--- config.mk ---
export PLATFORM = sky130hd
export DESIGN_NAME = adc_sequencer_control
export DESIGN_NICKNAME = d
export VERILOG_FILES = /design/src/common/adc_ctrl_pkg.sv /design/src/hdl/tad_divider.sv /design/src/hdl/result_formatter.sv /design/src/hdl/adc_sequencer_control.sv
export SDC_FILE = /design/constraint.sdc
export NUM_CORES = 1
export LEC_CHECK = 0
export BUFFER_PORTS_ARGS = -buffer_cell sky130_fd_sc_hd__buf_4
export CAP_MARGIN = 20
export CELL_PAD_IN_SITES_DETAIL_PLACEMENT = 0
export CELL_PAD_IN_SITES_GLOBAL_PLACEMENT = 1
export CORE_MARGIN = 1.5
export CORE_UTILIZATION = 45
export CTS_BUF_LIST = sky130_fd_sc_hd__clkbuf_4 sky130_fd_sc_hd__clkbuf_8
export DETAILED_ROUTE_END_ITERATION = 10
export PLACE_DENSITY = 0.83
export SETUP_SLACK_MARGIN = 0.02
export SYNTH_ARGS = -nofsm -noshare
export SYNTH_HDL_FRONTEND = slang
export SYNTH_HIERARCHICAL = 1
export SYNTH_SLANG_ARGS = --single-unit
--- constraint.sdc ---
create_clock -name CLK -period 2.8 [get_ports CLK]
set_clock_uncertainty 0.15 [all_clocks]
set_input_delay 0.56 -clock CLK [delete_from_list [all_inputs] [get_ports CLK]]
set_output_delay 0.56 -clock CLK [all_outputs]
set_load 0.1 [all_outputs]
--- src/common/adc_ctrl_pkg.sv ---
package adc_ctrl_pkg;
  // Register indices on the register port
  localparam logic [1:0] ADDR_CON1 = 2'h0;
  localparam logic [1:0] ADDR_CON2 = 2'h1;
  localparam logic [1:0] ADDR_CON3 = 2'h2;
  // First control register fields
  localparam int CON1_ON = 15;
  localparam int CON1_IDLE_STOP = 13;
  localparam int CON1_DMA_BUILD = 12;
  localparam int CON1_RES12 = 10;
  localparam int CON1_FORM_LO = 8;
  localparam int CON1_TRIG_LO = 5;
  localparam int CON1_SIMULTANEOUS_SAMPLE = 3;
  localparam int CON1_AUTO_SAMPLE_START = 2;
  localparam int CON1_SAMPLE_BIT = 1;
  localparam int CON1_DONE = 0;
  // Second control register fields
  localparam int CON2_VREF_LO = 13;
  localparam int CON2_SCAN = 10;
  localparam int CON2_CHCNT_LO = 8;
  localparam int CON2_BUFFER_FILL_STATUS = 7;
  localparam int CON2_RATE_LO = 2;
  localparam int CON2_SPLIT_BUFFER_MODE = 1;
  localparam int CON2_ALTERNATE_SAMPLE = 0;
  // Third control register fields
  localparam int CON3_RC = 15;
  localparam int CON3_SAMC_LO = 8;
  localparam int CON3_DIV_LO = 0;
  // Storage masks and reset values
  localparam logic [15:0] CON1_STORE_MASK = 16'hb7ec;
  localparam logic [15:0] CON2_STORE_MASK = 16'he73f;
  localparam logic [15:0] CON3_STORE_MASK = 16'h9fff;
  localparam logic [15:0] CON_RESET = 16'h0000;
  // Conversion length in conversion-clock periods, and the upper buffer half start
  localparam logic [4:0] CONV_TAD_10B = 5'h0c;
  localparam logic [4:0] CONV_TAD_12B = 5'h0e;
  localparam logic [3:0] HALF_BASE = 4'h8;

  typedef enum logic [2:0] {
    TRIG_SOFT = 3'b000,
    TRIG_INT0 = 3'b001,
    TRIG_TMR3 = 3'b010,
    TRIG_PWM1 = 3'b011,
    TRIG_TMR5 = 3'b100,
    TRIG_PWM2 = 3'b101,
    TRIG_RSVD = 3'b110,
    TRIG_AUTO = 3'b111
  } trig_src_t;

  typedef enum logic [1:0] {
    ST_IDLE = 2'b00,
    ST_SAMPLE = 2'b01,
    ST_CONVERT = 2'b10
  } seq_state_t;
endpackage

--- src/hdl/tad_divider.sv ---
`timescale 1ns/1ps
module tad_divider
  import adc_ctrl_pkg::*;
(
  // Clock and reset
  input wire logic CLK,
  input wire logic RESETN,
  // Control
  input wire logic en,
  input wire logic rc_sel,
  input wire logic [7:0] div,
  input wire logic rc_clk,
  // Conversion clock enable
  output logic tad_q
);
  logic [2:0] sync_q;
  logic lev_q;
  logic [7:0] cnt_q;
  logic rc_rise;

  ////////////////////////////////////////////////////////////////
  // RC clock pin: level counts once stages two and three agree
  always_ff @(posedge CLK or negedge RESETN) begin
    if (!RESETN) begin
      sync_q <= 3'h0;
      lev_q <= 1'b0;
    end else begin
      sync_q <= {sync_q[1:0], rc_clk};
      if (sync_q[1] == sync_q[2]) lev_q <= sync_q[2];
    end
  end

  assign rc_rise = (sync_q[1] == sync_q[2]) && sync_q[2] && !lev_q;

  // Divider: period of div plus one system cycles, RC ignores div
  always_ff @(posedge CLK or negedge RESETN) begin
    if (!RESETN) begin
      cnt_q <= 8'h00;
      tad_q <= 1'b0;
    end else if (!en) begin
      cnt_q <= 8'h00;
      tad_q <= 1'b0;
    end else if (rc_sel) begin
      cnt_q <= 8'h00;
      tad_q <= rc_rise;
    end else if (cnt_q >= div) begin
      cnt_q <= 8'h00;
      tad_q <= 1'b1;
    end else begin
      cnt_q <= cnt_q + 8'h01;
      tad_q <= 1'b0;
    end
  end

  tad_gap_a: assert property (@(posedge CLK) disable iff (!RESETN)
    (tad_q && en && !rc_sel && div != 8'h00) ##0 (en && !rc_sel) [*1] |=> !tad_q)
    else $error("conversion clock pulses too close");
  tad_full_a: assert property (@(posedge CLK) disable iff (!RESETN)
    (en && !rc_sel && div == 8'h00) ##1 (en && !rc_sel && div == 8'h00) |=> tad_q)
    else $error("divider of zero must pulse every cycle");
endmodule

--- src/hdl/result_formatter.sv ---
`timescale 1ns/1ps
module result_formatter
  import adc_ctrl_pkg::*;
(
  // Clock and reset
  input wire logic CLK,
  input wire logic RESETN,
  // Raw result
  input wire logic load,
  input wire logic res12,
  input wire logic [1:0] fmt,
  input wire logic [11:0] raw,
  input wire logic [1:0] ch,
  // Formatted result
  output logic [15:0] dout_q,
  output logic valid_q,
  output logic [1:0] ch_q
);
  logic [15:0] dout_d;

  // Justification and sign, sign is the inverted top data bit
  always_comb begin
    dout_d = 16'h0000;
    if (res12) begin
      case (fmt)
        2'b00: dout_d = {4'h0, raw};
        2'b01: dout_d = {{5{~raw[11]}}, raw[10:0]};
        2'b10: dout_d = {raw, 4'h0};
        default: dout_d = {~raw[11], raw[10:0], 4'h0};
      endcase
    end else begin
      case (fmt)
        2'b00: dout_d = {6'h00, raw[9:0]};
        2'b01: dout_d = {{7{~raw[9]}}, raw[8:0]};
        2'b10: dout_d = {raw[9:0], 6'h00};
        default: dout_d = {~raw[9], raw[8:0], 6'h00};
      endcase
    end
  end

  // Result holds until the next conversion overwrites it
  always_ff @(posedge CLK or negedge RESETN) begin
    if (!RESETN) begin
      dout_q <= 16'h0000;
      valid_q <= 1'b0;
      ch_q <= 2'h0;
    end else begin
      valid_q <= load;
      if (load) begin
        dout_q <= dout_d;
        ch_q <= ch;
      end
    end
  end

  fmt10_int_a: assert property (@(posedge CLK) disable iff (!RESETN)
    (load && !res12 && fmt == 2'b00) |=> (dout_q[15:10] == 6'h00 && valid_q))
    else $error("10-bit integer format has nonzero upper bits");
  fmt10_sfrac_a: assert property (@(posedge CLK) disable iff (!RESETN)
    (load && !res12 && fmt == 2'b11) |=>
      (dout_q[15] == !$past(raw[9]) && dout_q[5:0] == 6'h00))
    else $error("10-bit signed fractional format wrong");
  fmt12_frac_a: assert property (@(posedge CLK) disable iff (!RESETN)
    (load && res12 && fmt == 2'b10) |=> (dout_q == {$past(raw), 4'h0}))
    else $error("12-bit fractional format wrong");
  fmt12_sint_a: assert property (@(posedge CLK) disable iff (!RESETN)
    (load && res12 && fmt == 2'b01) |=>
      (dout_q[15:11] == {5{!$past(raw[11])}}))
    else $error("12-bit signed integer sign extension wrong");
endmodule

--- src/hdl/adc_sequencer_control.sv ---
// Functional notes
// - Converter runs only while the enable bit, bit 15, is one.
// - With idle-stop set, the converter halts while the device idles.
// - Build mode picks conversion-order address or input-indexed scatter address.
// - Resolution bit picks 12-bit single channel or 10-bit four channels.
// - 10-bit results formatted per format code, sign is inverted MSB.
// - 12-bit results formatted per format code, sign is inverted bit 11.
// - Trigger field picks what ends sampling; code 110 is reserved.
// - Auto-sample time sets 0 to 31 periods, only with internal counter.
// - Simultaneous bit samples channels together, otherwise one after another.
// - In 12-bit mode simultaneous bit and channel count read zero.
// - Auto-start restarts sampling after the last conversion, else software starts.
// - Software sets sample bit; clearing ends sampling only with software trigger.
// - Done sets at completion, clears at conversion start; software writes zero.
// - Reference field picks internal or external positive and negative references.
// - Scan enable scans the channel 0 positive input during the first set.
// - Channel count converts channel 0, channels 0-1, or channels 0-3.
// - Fill status shows which buffer half is being filled in split mode.
// - Event or DMA increment every rate-plus-one sample/conversion sequences.
// - Split mode alternates fill start between 0x0 and 0x8 per event.
// - Alternate bit swaps between first and second input sets each sample.
// - Clock source bit picks the RC clock, then the divider is ignored.
// - System-derived conversion clock period is divider plus one cycles.
//
// Added by the designer: the plain strobed port and the register offsets.
`timescale 1ns/1ps
module adc_sequencer_control
  import adc_ctrl_pkg::*;
(
  // Clock and reset
  input wire logic CLK,
  input wire logic RESETN,
  // Register port
  input wire logic [1:0] REG_ADDR,
  input wire logic [15:0] REG_WDATA,
  input wire logic REG_WR,
  input wire logic REG_RD,
  output logic [15:0] REG_RDATA,
  // Device state and trigger sources
  input wire logic IDLE_MODE,
  input wire logic INT0_PIN,
  input wire logic TMR3_MATCH,
  input wire logic PWM1_TRIG,
  input wire logic TMR5_MATCH,
  input wire logic PWM2_TRIG,
  input wire logic RC_CLK,
  // Converter core data
  input wire logic [11:0] CONV_DATA,
  // Converter control
  output logic CONVERTER_ACTIVE,
  output logic RESOLUTION_12B,
  output logic SAMPLING,
  output logic [3:0] SH_HOLD,
  output logic VREF_POS_EXT,
  output logic VREF_NEG_EXT,
  output logic INPUT_SET_B,
  output logic SCAN_ADVANCE,
  output logic SCAN_RESTART,
  // Results, DMA and events
  output logic [15:0] RESULT_DATA,
  output logic RESULT_VALID,
  output logic [1:0] RESULT_CHANNEL,
  output logic [5:0] DMA_ADDR,
  output logic INT_EVENT
);
  logic [15:0] con1_q;
  logic [15:0] con2_q;
  logic [15:0] con3_q;
  logic [15:0] rdata_q;
  logic done_q;
  logic sample_bit_q;
  logic buffer_fill_status_q;
  logic set_b_q;
  logic active_q;
  logic [3:0] hold_q;
  logic vpos_q;
  logic vneg_q;
  logic scan_adv_q;
  logic scan_rst_q;
  logic [5:0] dma_addr_q;
  logic event_q;
  seq_state_t state_q;
  seq_state_t state_d;
  logic [1:0] ch_q;
  logic [1:0] ch_d;
  logic [4:0] tad_cnt_q;
  logic [3:0] set_cnt_q;
  logic [3:0] ptr_q;
  logic [3:0] inc_q;
  logic [2:0] int0_sync_q;
  logic int0_lev_q;
  logic tad;

  ////////////////////////////////////////////////////////////////
  // Field decode
  logic con_on;
  logic idle_stop;
  logic dma_build;
  logic res12;
  logic [1:0] result_format;
  trig_src_t trig_src;
  logic simultaneous_sample_eff;
  logic auto_sample_start;
  logic [2:0] vref_sel;
  logic scan_en;
  logic [1:0] chcnt_eff;
  logic [3:0] inc_rate;
  logic split_buffer_mode;
  logic alternate_sample;
  logic [4:0] samc;
  logic run;
  logic [1:0] last_ch;
  logic [4:0] conv_len;

  assign con_on = con1_q[CON1_ON];
  assign idle_stop = con1_q[CON1_IDLE_STOP];
  assign dma_build = con1_q[CON1_DMA_BUILD];
  // Mode is only switched while off, so no mid-conversion change
  assign res12 = con1_q[CON1_RES12];
  assign result_format = con1_q[CON1_FORM_LO +: 2];
  assign trig_src = trig_src_t'(con1_q[CON1_TRIG_LO +: 3]);
  assign simultaneous_sample_eff = con1_q[CON1_SIMULTANEOUS_SAMPLE] && !res12;
  assign auto_sample_start = con1_q[CON1_AUTO_SAMPLE_START];
  assign vref_sel = con2_q[CON2_VREF_LO +: 3];
  assign scan_en = con2_q[CON2_SCAN];
  assign chcnt_eff = res12 ? 2'b00 : con2_q[CON2_CHCNT_LO +: 2];
  assign inc_rate = con2_q[CON2_RATE_LO +: 4];
  assign split_buffer_mode = con2_q[CON2_SPLIT_BUFFER_MODE];
  assign alternate_sample = con2_q[CON2_ALTERNATE_SAMPLE];
  assign samc = con3_q[CON3_SAMC_LO +: 5];
  assign run = con_on && !(idle_stop && IDLE_MODE);
  assign last_ch = chcnt_eff[1] ? 2'h3 : {1'b0, chcnt_eff[0]};
  assign conv_len = res12 ? CONV_TAD_12B : CONV_TAD_10B;

  ////////////////////////////////////////////////////////////////
  // Register writes and software strobes
  logic con1_wr;
  logic sw_sample_bit_set;
  logic sw_sample_bit_clr;

  assign con1_wr = REG_WR && (REG_ADDR == ADDR_CON1);
  assign sw_sample_bit_set = con1_wr && REG_WDATA[CON1_SAMPLE_BIT] && !auto_sample_start;
  assign sw_sample_bit_clr = con1_wr && !REG_WDATA[CON1_SAMPLE_BIT];

  // Control registers; status bits live in their own flops
  always_ff @(posedge CLK or negedge RESETN) begin
    if (!RESETN) begin
      con1_q <= CON_RESET;
      con2_q <= CON_RESET;
      con3_q <= CON_RESET;
    end else if (REG_WR) begin
      case (REG_ADDR)
        ADDR_CON1: con1_q <= REG_WDATA & CON1_STORE_MASK;
        ADDR_CON2: con2_q <= REG_WDATA & CON2_STORE_MASK;
        ADDR_CON3: con3_q <= REG_WDATA & CON3_STORE_MASK;
        default: ;
      endcase
    end
  end

  // Read data stand for the single cycle after the strobe
  always_ff @(posedge CLK or negedge RESETN) begin
    if (!RESETN) begin
      rdata_q <= 16'h0000;
    end else if (REG_RD) begin
      case (REG_ADDR)
        ADDR_CON1: begin
          rdata_q <= con1_q;
          rdata_q[CON1_SIMULTANEOUS_SAMPLE] <= simultaneous_sample_eff;
          rdata_q[CON1_SAMPLE_BIT] <= sample_bit_q;
          rdata_q[CON1_DONE] <= done_q;
        end
        ADDR_CON2: begin
          rdata_q <= con2_q;
          rdata_q[CON2_CHCNT_LO +: 2] <= chcnt_eff;
          rdata_q[CON2_BUFFER_FILL_STATUS] <= buffer_fill_status_q;
        end
        ADDR_CON3: rdata_q <= con3_q;
        default: rdata_q <= 16'h0000;
      endcase
    end else begin
      rdata_q <= 16'h0000;
    end
  end

  ////////////////////////////////////////////////////////////////
  // External edge pin: three stages, settled level, rising edge
  logic int0_edge;

  always_ff @(posedge CLK or negedge RESETN) begin
    if (!RESETN) begin
      int0_sync_q <= 3'h0;
      int0_lev_q <= 1'b0;
    end else begin
      int0_sync_q <= {int0_sync_q[1:0], INT0_PIN};
      if (int0_sync_q[1] == int0_sync_q[2]) int0_lev_q <= int0_sync_q[2];
    end
  end

  assign int0_edge = (int0_sync_q[1] == int0_sync_q[2]) && int0_sync_q[2] && !int0_lev_q;

  // Conversion clock enable
  tad_divider u_div (
    .CLK(CLK),
    .RESETN(RESETN),
    .en(run),
    .rc_sel(con3_q[CON3_RC]),
    .div(con3_q[CON3_DIV_LO +: 8]),
    .rc_clk(RC_CLK),
    .tad_q(tad)
  );

  ////////////////////////////////////////////////////////////////
  // Trigger that ends sampling
  logic trig_hit;

  always_comb begin
    trig_hit = 1'b0;
    case (trig_src)
      TRIG_SOFT: trig_hit = sw_sample_bit_clr;
      TRIG_INT0: trig_hit = int0_edge;
      TRIG_TMR3: trig_hit = TMR3_MATCH;
      TRIG_PWM1: trig_hit = PWM1_TRIG;
      TRIG_TMR5: trig_hit = TMR5_MATCH;
      TRIG_PWM2: trig_hit = PWM2_TRIG;
      TRIG_AUTO: trig_hit = (tad_cnt_q >= samc);
      default: trig_hit = 1'b0;
    endcase
  end

  logic conv_step;
  logic conv_last;
  logic conv_start;

  assign conv_step = run && (state_q == ST_CONVERT) && tad && (tad_cnt_q == conv_len - 5'h01);
  assign conv_last = conv_step && (ch_q == last_ch);
  assign conv_start = (state_q == ST_SAMPLE) && (state_d == ST_CONVERT);

  // Sequencer: sample, then one conversion per active channel
  always_comb begin
    state_d = state_q;
    ch_d = ch_q;
    case (state_q)
      ST_IDLE: begin
        ch_d = 2'h0;
        if (auto_sample_start || sw_sample_bit_set) state_d = ST_SAMPLE;
      end
      ST_SAMPLE: begin
        if (trig_hit) state_d = ST_CONVERT;
      end
      ST_CONVERT: begin
        if (conv_last) begin
          ch_d = 2'h0;
          state_d = auto_sample_start ? ST_SAMPLE : ST_IDLE;
        end else if (conv_step) begin
          ch_d = ch_q + 2'h1;
        end
      end
      default: state_d = ST_IDLE;
    endcase
    if (!run) begin
      state_d = ST_IDLE;
      ch_d = 2'h0;
    end
  end

  // Period counter restarts on every phase change
  always_ff @(posedge CLK or negedge RESETN) begin
    if (!RESETN) begin
      state_q <= ST_IDLE;
      ch_q <= 2'h0;
      tad_cnt_q <= 5'h00;
    end else begin
      state_q <= state_d;
      ch_q <= ch_d;
      if (!run || state_d != state_q || conv_step) tad_cnt_q <= 5'h00;
      else if (tad && tad_cnt_q != 5'h1f) tad_cnt_q <= tad_cnt_q + 5'h01;
    end
  end

  // Sample bit follows the phase; done set wins over software clear
  always_ff @(posedge CLK or negedge RESETN) begin
    if (!RESETN) begin
      sample_bit_q <= 1'b0;
      done_q <= 1'b0;
    end else begin
      sample_bit_q <= (state_d == ST_SAMPLE);
      if (conv_last) done_q <= 1'b1;
      else if (conv_start) done_q <= 1'b0;
      else if (con1_wr && !REG_WDATA[CON1_DONE]) done_q <= 1'b0;
    end
  end

  ////////////////////////////////////////////////////////////////
  // Sample/hold control and analog steering
  logic [3:0] hold_mask;

  always_comb begin
    hold_mask = 4'h0;
    if (state_d == ST_CONVERT) begin
      if (simultaneous_sample_eff) hold_mask = chcnt_eff[1] ? 4'hf : 4'h3;
      else hold_mask = 4'h1 << ch_d;
    end
  end

  always_ff @(posedge CLK or negedge RESETN) begin
    if (!RESETN) begin
      hold_q <= 4'h0;
      active_q <= 1'b0;
      vpos_q <= 1'b0;
      vneg_q <= 1'b0;
    end else begin
      hold_q <= hold_mask;
      active_q <= run;
      vpos_q <= (vref_sel == 3'b001) || (vref_sel == 3'b011);
      vneg_q <= (vref_sel == 3'b010) || (vref_sel == 3'b011);
    end
  end

  // Input set alternation and scan stepping per sample set
  always_ff @(posedge CLK or negedge RESETN) begin
    if (!RESETN) begin
      set_b_q <= 1'b0;
      scan_adv_q <= 1'b0;
      scan_rst_q <= 1'b0;
    end else begin
      if (!alternate_sample) set_b_q <= 1'b0;
      else if (conv_last) set_b_q <= !set_b_q;
      scan_adv_q <= conv_start && scan_en && !set_b_q;
      scan_rst_q <= conv_last && scan_en && (set_cnt_q == inc_rate);
    end
  end

  ////////////////////////////////////////////////////////////////
  // Event rate, buffer halves and DMA addressing
  logic rate_hit;
  logic buffer_fill_status_next;

  assign rate_hit = conv_last && (set_cnt_q == inc_rate);
  assign buffer_fill_status_next = split_buffer_mode && !buffer_fill_status_q;

  // Fill pointer restarts at the half now being filled
  always_ff @(posedge CLK or negedge RESETN) begin
    if (!RESETN) begin
      set_cnt_q <= 4'h0;
      event_q <= 1'b0;
      buffer_fill_status_q <= 1'b0;
      ptr_q <= 4'h0;
      inc_q <= 4'h0;
      dma_addr_q <= 6'h00;
    end else begin
      event_q <= rate_hit;
      if (!split_buffer_mode) buffer_fill_status_q <= 1'b0;
      if (rate_hit) begin
        set_cnt_q <= 4'h0;
        inc_q <= inc_q + 4'h1;
        buffer_fill_status_q <= buffer_fill_status_next;
        ptr_q <= buffer_fill_status_next ? HALF_BASE : 4'h0;
      end else if (conv_last) begin
        set_cnt_q <= set_cnt_q + 4'h1;
      end
      if (conv_step && !rate_hit) ptr_q <= ptr_q + 4'h1;
      if (conv_step) begin
        if (dma_build) dma_addr_q <= {2'b00, ptr_q};
        else dma_addr_q <= {ch_q, inc_q};
      end
    end
  end

  // Result formatting, loaded as each channel completes
  result_formatter u_fmt (
    .CLK(CLK),
    .RESETN(RESETN),
    .load(conv_step),
    .res12(res12),
    .fmt(result_format),
    .raw(CONV_DATA),
    .ch(ch_q),
    .dout_q(RESULT_DATA),
    .valid_q(RESULT_VALID),
    .ch_q(RESULT_CHANNEL)
  );

  assign REG_RDATA = rdata_q;
  assign CONVERTER_ACTIVE = active_q;
  assign RESOLUTION_12B = con1_q[CON1_RES12];
  assign SAMPLING = sample_bit_q;
  assign SH_HOLD = hold_q;
  assign VREF_POS_EXT = vpos_q;
  assign VREF_NEG_EXT = vneg_q;
  assign INPUT_SET_B = set_b_q;
  assign SCAN_ADVANCE = scan_adv_q;
  assign SCAN_RESTART = scan_rst_q;
  assign DMA_ADDR = dma_addr_q;
  assign INT_EVENT = event_q;

  ////////////////////////////////////////////////////////////////
  // Checks
  off_idle_a: assert property (@(posedge CLK) disable iff (!RESETN)
    !con_on |=> (state_q == ST_IDLE && !SAMPLING && !CONVERTER_ACTIVE))
    else $error("converter active while disabled");
  idle_halt_a: assert property (@(posedge CLK) disable iff (!RESETN)
    (idle_stop && IDLE_MODE) |=> (state_q == ST_IDLE && SH_HOLD == 4'h0))
    else $error("converter running in idle with idle-stop set");
  done_clear_a: assert property (@(posedge CLK) disable iff (!RESETN)
    conv_start |=> (!done_q && state_q == ST_CONVERT))
    else $error("done not cleared at conversion start");
  done_set_a: assert property (@(posedge CLK) disable iff (!RESETN)
    conv_last |=> done_q)
    else $error("done not set at completion");
  trig_tmr3_a: assert property (@(posedge CLK) disable iff (!RESETN)
    (state_q == ST_SAMPLE && run && trig_src == TRIG_TMR3 && TMR3_MATCH)
      |=> (state_q == ST_CONVERT && !SAMPLING))
    else $error("timer compare did not start conversion");
  trig_rsvd_a: assert property (@(posedge CLK) disable iff (!RESETN)
    (state_q == ST_SAMPLE && trig_src == TRIG_RSVD) |=> state_q != ST_CONVERT)
    else $error("reserved trigger started conversion");
  auto_time_a: assert property (@(posedge CLK) disable iff (!RESETN)
    (state_q == ST_SAMPLE && trig_src == TRIG_AUTO && tad_cnt_q < samc)
      |=> state_q != ST_CONVERT)
    else $error("auto sample ended early");
  event_rate_a: assert property (@(posedge CLK) disable iff (!RESETN)
    conv_last |=> (INT_EVENT == ($past(set_cnt_q) == $past(inc_rate))))
    else $error("event raised at wrong sequence count");
  buffer_fill_status_swap_a: assert property (@(posedge CLK) disable iff (!RESETN)
    (rate_hit && split_buffer_mode) |=> (buffer_fill_status_q != $past(buffer_fill_status_q)))
    else $error("buffer half did not alternate");
  alt_set_a: assert property (@(posedge CLK) disable iff (!RESETN)
    (conv_last && alternate_sample) |=> (INPUT_SET_B != $past(INPUT_SET_B)))
    else $error("input set did not alternate");
  res12_read_a: assert property (@(posedge CLK) disable iff (!RESETN)
    (REG_RD && REG_ADDR == ADDR_CON2 && res12) |=> REG_RDATA[9:8] == 2'b00)
    else $error("channel count readable in 12-bit mode");
  seq_hold_a: assert property (@(posedge CLK) disable iff (!RESETN)
    (state_q == ST_CONVERT && $past(simultaneous_sample_eff) == 1'b0) |-> $onehot(SH_HOLD))
    else $error("sequential mode holds more than one channel");
endmodule

==> results of run 1 <==
flip-flops by register name, summed over array words and instances (netlist names), 5 cells and up:
signal and count:
REG_RDATA 16, u_fmt/dout_q 16, con3_q 14, con2_q 12, con1_q 11, u_div/cnt_q 8, DMA_ADDR 6, tad_cnt_q 5
final cells by class:
cell class,count,area [um2],area share
clock buffers,23,317,0.0409
well taps,180,225,0.0291
multi-input cells,383,2890,0.374
flip-flops and latches,130,3250,0.421
clock inverters,8,124,0.0160
inverters,23,86.3,0.0112
repair buffers,108,838,0.108
stage by stage:
stage / setup WS (ns) / hold WS, ns / util
6_report: 0.421 / 0.0815 / 0.559
4_1_cts: 0.465 / 0.0514 / 0.559
5_1_grt: 0.282 / 0.0503 / 0.559
3_5_place_dp: 0.194 / 0.186 / 0.527
2_1_floorplan: 0.309 / 0.114 / -
3_3_place_gp: 0.264 / 0.185 / 0.527
report_power, final:
| group | switching (mW) | internal [mW] |
|---|---|---|
| Combinational | 0.617 | 0.372 |
| Sequential | 0.186 | 2.03 |
| Clock | 0.708 | 1.02 |
logic make-up after synthesis:
group	Yosys count	share of synthesized area
compound gates	99	0.108
flops	130	0.514
simple gates	163	0.143
buf+inv	46	0.0298
xor+xnor	24	0.0344
fa+ha+maj	21	0.0415
mux	76	0.129
Yosys cell counts (all sizes together) (6+ instances only):
cell type,n
mux2i,29
mux2,47
nand3b,9
a21oi,26
nor3,6
o21ai,31
buf,8
xor2,12
nor3b,6
and2,14
clkbuf,15
and3,6
nor2b,11
xnor2,12
ha,21
nand3,11
nand2,38
nand2b,13
dfrtp,130
inv,23
nor2,31
layer usage:
| metal | up-vias | routed length, um | GRT usage |
|---|---|---|---|
| li1 | 2185 | - | - |
| met1 | 2224 | 6300 | 0.275 |
| met2 | 115 | 6790 | 0.320 |
| met3 | 17 | 707 | 0.0454 |
| met4 | 0 | 198 | 0.0647 |
| met5 | - | 0 | 0 |
final timing paths:
path	start	slack, ns	to
max in group asynchronous	RESETN	1.34	u_div/cnt_q[5]$_DFF_PN0_
max reg2reg	con1_q[10]$_DFFE_PN0P_	0.42	u_fmt/dout_q[12]$_DFFE_PN0P_
max	con1_q[10]$_DFFE_PN0P_	0.42	u_fmt/dout_q[12]$_DFFE_PN0P_
min	INT0_PIN	0.08	int0_sync_q[0]$_DFF_PN0_
min in group asynchronous	RESETN	0.51	DMA_ADDR[2]$_DFFE_PN0P_
min reg2reg	int0_sync_q[0]$_DFF_PN0_	0.20	int0_sync_q[1]$_DFF_PN0_
what timing repair did:
item / in CTS / in global routing
endpoints found under the setup margin: 0 / 0
hold buffers: 1 / 0
hold endpoints to repair: 41 / 0
==> out/qor.txt, run 1 <==
status - finished clean
delay-heaviest family, CP - simple AND/OR/NAND/NOR gates
Layout fillers - 1,200
layout cells sized above 1 - 0.310
cell area after layout - 7730 um2
Max clock buf depth - 2
CP peak stage delay - 0.50 ns
CP Buf/Inv Count - 1
Max-Cap Viols - 0
Yosys cell types - 67
die area - 14,800 um2
Worst-Skew Late Latency - 0.43 ns
Yosys top cell by area - dfrtp_1
WP data required - 2.97 ns
vias per inst - 5.31
RSZ-0062 raised after global routing - no
Peak VDD IR - 0.387 mV
Pleak - 3.68 nW
Final Cycle Share - 0.850
crit path cell chain - nor3b_1 > o2111ai_2 > inv_2 > or3b_4 > a21oi_2 > nor3_1
Ports - 95
pwr dens - 638 nW/um2
first-pass GRT wire length - 22.7 mm
drt drc - 0
ys flop type - dfrtp_1
Worst Tran Pin Value - 0.828 ns
Post-DP Area - 7280 um2
flops & latches, synth - 130
Slew Viols, Final - 0
DP HPWL - 10.3 mm
Post-synth EDFFs - 0
routed vias - 4,541
top cells by area, synth - dfrtp_1, mux2_2, mux2i_1, ha_1, o21ai_0
total CTS buffers - 17
H-Tree Depth - 4
relative slew slack - 0.448
mean routed wirelength per cell - 16.4 um
type of origin of the critical path - register
initial core utilization - 0.458
Syn Nets - 621
Achievable Freq - 420 MHz
Die W - 122 um
final hold vios - 0
vias in the first global route - 4,424
Min-Delay Path Class - primary input to register
Post-Place Cells - 823
setup violators final - 0
Setup crit end kind - register
post-layout total power - 4.93 mW
clk slew on worst S/H paths - 0.07 ns
GRT Util Overall - 0.201
core box area - 13,800 um2
Root Buffer - clkbuf_8
Die Span Y - 122 um
I/O Buffers - 94
remaining global-route overflow - 0
CTS tree - built
Crit Path Class - register to register
Syn Inst Count - 559
row count - 43
non-filler cells, final - 855
CP max FO - 11
fraction of registers with async set/reset - 1.00
post-CTS setup buffer count - 0
WL final - 14.0 mm
Avg Inst Size Synth - 11.3 um2
post-CTS resize count - 0
area grow syn2layout - 22.2%
WHS Path Cells - 1
initial antenna violation count - 0
Seq/Total Area, Yosys - 0.514
Initial DRC Count - 279
Mapped Area - 6330 um2
Final min period - 2.38 ns
yosys warns - 6
most frequent cells in the layout - dfrtp_1, buf_4, mux2_2, nand2_1, nor2_1
ant diodes - 0
Slowest cell on crit path - dfrtp_2
CP arrival - 2.54 ns
Final Wtd Congestion - 0.874
CTS Sinks - 130
Worst path depth - 6
Synth top area share - 0.514
first-pass detailed-route iteration total - 4
worst reg-to-reg path cell count - 6
Layout Nets - 725
antenna-violating nets left - 0
TNS Setup - 0 ns
largest net degree at the start of global routing - 47
most common cell after layout, fill and taps aside - dfrtp_1
Note: power is estimated with default switching activity, not from simulation.
==> run 2, diff against run 1 <==
--- a/config.mk
+++ b/config.mk
@@ -5,12 +5,13 @@
 export SDC_FILE = /design/constraint.sdc
 export NUM_CORES = 1
 export LEC_CHECK = 0
+export ABC_AREA = 1
 export BUFFER_PORTS_ARGS = -buffer_cell sky130_fd_sc_hd__buf_4
 export CAP_MARGIN = 20
 export CELL_PAD_IN_SITES_DETAIL_PLACEMENT = 0
 export CELL_PAD_IN_SITES_GLOBAL_PLACEMENT = 1
 export CORE_MARGIN = 1.5
-export CORE_UTILIZATION = 45
+export CORE_UTILIZATION = 40
 export CTS_BUF_LIST = sky130_fd_sc_hd__clkbuf_4 sky130_fd_sc_hd__clkbuf_8
 export DETAILED_ROUTE_END_ITERATION = 10
 export PLACE_DENSITY = 0.83
==> constraint.sdc (replaced) <==
create_clock -name CLK -period 2 [get_ports CLK]
set_clock_uncertainty 0.15 [all_clocks]
set_input_delay 0.4 -clock CLK [delete_from_list [all_inputs] [get_ports CLK]]
set_output_delay 0.4 -clock CLK [all_outputs]
set_load 0.1 [all_outputs]
==> out/qor.txt, run 2 <==
most used cell, CP - nand2_1
Final Wtd Congestion - 0.886
ys flop type - dfrtp_1
first-pass GRT wire length - 25.6 mm
Worst-Skew Late Latency - 0.44 ns
crit path to - tad_cnt_q[0]$_DFFE_PN0P_
Slew Viols, Final - 0
row count - 46
Initial DRC Count - 333
Setup crit end kind - register
Post-synth top cells - nand2_1, dfrtp_1, inv_1, nor2_1, nand3_1
vias per inst - 4.78
CP arrival - 2.20 ns
post-synthesis xor/xnor area fraction - 0.0247
layout cells sized above 1 - 0.252
CTS Sinks - 130
core box area - 15,800 um2
post-layout total power - 6.56 mW
Layout Nets - 964
Yosys cell types - 47
Final min period - 1.98 ns
Sw Ratio - 0.322
I/O Buffers - 94
Mapped Area - 6390 um2
Peak VDD IR - 0.377 mV
status - finished clean
FF-to-FF Start - tad_cnt_q[2]$_DFFE_PN0P_
Achievable Freq - 506 MHz
CP max FO - 5
multiplexer share of the synthesized area - 0.00176
Syn Inst Count - 766
largest net degree at the start of global routing - 42
Layout fillers - 1,556
setup violators final - 0
Die W - 129 um
total CTS buffers - 17
dominant combinational cell family by area after synthesis - simple AND/OR/NAND/NOR gates
CP peak stage delay - 0.44 ns
area grow syn2layout - 27.7%
drt drc - 0
initial core utilization - 0.405
RSZ-0062 raised after global routing - yes
WHS Path Cells - 3
Die Span Y - 129 um
routed vias - 5,406
r2r setup slk - 0.02 ns
die area - 16,700 um2
relative slew slack - 0.663
most frequent cell after synthesis - nand2_1
fraction of registers with async set/reset - 1.00
Avg Inst Size Synth - 8.34 um2
WL final - 16.2 mm
Simple-Gate Fraction of Synth Area - 0.241
WP data required - 2.22 ns
initial antenna violation count - 0
first-pass detailed-route iteration total - 5
crit path from - tad_cnt_q[2]$_DFFE_PN0P_
Max clock buf depth - 2
clk slew on worst S/H paths - 0.07 ns
Worst Tran Pin Value - 0.505 ns
Synth Area in Compound Gates - 0.0965
GRT Util Overall - 0.202
vias in the first global route - 4,984
Yosys top cell by area - dfrtp_1
Synth top area share - 0.509
Crit Path Class - register to register
Root Buffer - clkbuf_8
Flop pwr share - 0.456
mean routed wirelength per cell - 14.3 um
Adder-Cell Fraction of Synth Area - 0.0411
type of origin of the critical path - register
antenna-violating nets left - 0
TNS Setup - 0 ns
crit path cell chain - ha_4 > a21oi_2 > nand2_1 > nand2_1 > nand2_2 > nand2_1 > nand4_1 > nand4_1 > nand2_1 > inv_2 > nand3_4 > nor2_1
final hold vios - 0
combinational share of power - 0.214
most frequent cells in the layout - nand2_1, buf_4, dfrtp_1, inv_1, nor2_1
Pleak - 4.25 nW
ant diodes - 0
Seq/Total Area, Yosys - 0.509
internal power - 4.45 mW
Ports - 95
clock power share - 0.330
Slowest cell on crit path - dfrtp_2
sw power - 2.12 mW
remaining global-route overflow - 0
Min-Delay Path Class - primary input to register
Final Cycle Share - 0.988
CTS tree - built
Post-synth EDFFs - 0
H-Tree Depth - 4
top cells by area, synth - dfrtp_1, nand2_1, inv_1, ha_1, nand3_1
most common cell after layout, fill and taps aside - nand2_1
yosys warns - 6
Reg-to-Reg End - tad_cnt_q[0]$_DFFE_PN0P_
worst reg-to-reg path cell count - 12
Max-Cap Viols - 0
pwr dens - 804 nW/um2
Syn Nets - 828
flops & latches, synth - 130
DP HPWL - 11.9 mm
-- run 2: power groups by stage --
stage | clock network (mW) | logic (mW) | registers, mW
floorplan | 0 | 0.655 | 3.27
global placement | 0 | 1.34 | 3.03
detailed placement | 0 | 1.36 | 3.03
CTS | 2.22 | 1.37 | 2.98
global route | 2.33 | 1.56 | 3.01
finish | 2.17 | 1.41 | 2.99
-- run 2: worst min path at each step --
| stage | from | end | slack (ns) |
|---|---|---|---|
| finish | CONV_DATA[2] | u_fmt/dout_q[2]$_DFFE_PN0P_ | 0.04 |
| global route | CONV_DATA[3] | u_fmt/dout_q[3]$_DFFE_PN0P_ | 0.03 |
| CTS | CONV_DATA[3] | u_fmt/dout_q[3]$_DFFE_PN0P_ | 0.01 |
| detailed placement | RESETN | inc_q[2]$_DFFE_PN0P_ | 0.19 |
| global placement | RESETN | inc_q[2]$_DFFE_PN0P_ | 0.19 |
| floorplan | RESETN | CONVERTER_ACTIVE$_DFF_PN0_ | -0.05 |
-- run 2: area by class of cell --
class / count / area, um2 / area share
clock buffers: 26 / 333 / 0.0408
clock inverters: 5 / 50.0 / 0.00613
inverters: 105 / 402 / 0.0492
multi-input cells: 509 / 2740 / 0.336
flip-flops and latches: 130 / 3260 / 0.400
well taps: 216 / 270 / 0.0331
repair buffers: 139 / 1100 / 0.135
-- run 2: what timing repair did --
action                                  CTS  global route
hold buffers                              3             0
buffers inserted                          3            10
pin swaps                                 3            18
endpoints found under the hold margin    38             0
endpoints found under the setup margin    9            29
gates resized for setup                   4            46
-- run 2: metrics by stage --
step	utilization	hold slack, ns	cells	area [um2]	setup slack [ns]
after floorplan	-	-0.0456	766	6400	0.0382
after global placement	0.474	0.186	1083	7480	0.0295
after detailed placement	0.474	0.187	1083	7480	-0.0472
after CTS	0.503	0.0133	1120	7930	0.0214
after global routing	0.517	0.0335	1130	8160	-0.0876
final	0.517	0.0439	1130	8160	0.0239
-- run 2: cell families (layout without fill, tap and decap cells) --
kind of cell,count (synthesis),count (layout)
buffers and inverters,127,275
muxes,1,1
and+or+nand+nor,360,360
adders and majority gates,21,21
xor gates and xnor gates,18,18
DFF,130,130
AOI/OAI and AO/OA,109,109
-- run 2: worst max-delay path, delay by kind of cell, from the launching register on --
family	cells	cell delay (ns)
adders and majority gates	1	0.25
DFF	1	0.44
buffers and inverters	1	0.07
AOI/OAI and AO/OA	1	0.15
and+or+nand+nor	9	0.86
-- run 2: layer usage --
metal	GRT usage	routed length, um
met1	0.280	7610
met2	0.313	7470
met3	0.0409	801
met4	0.0787	275
met5	0	0
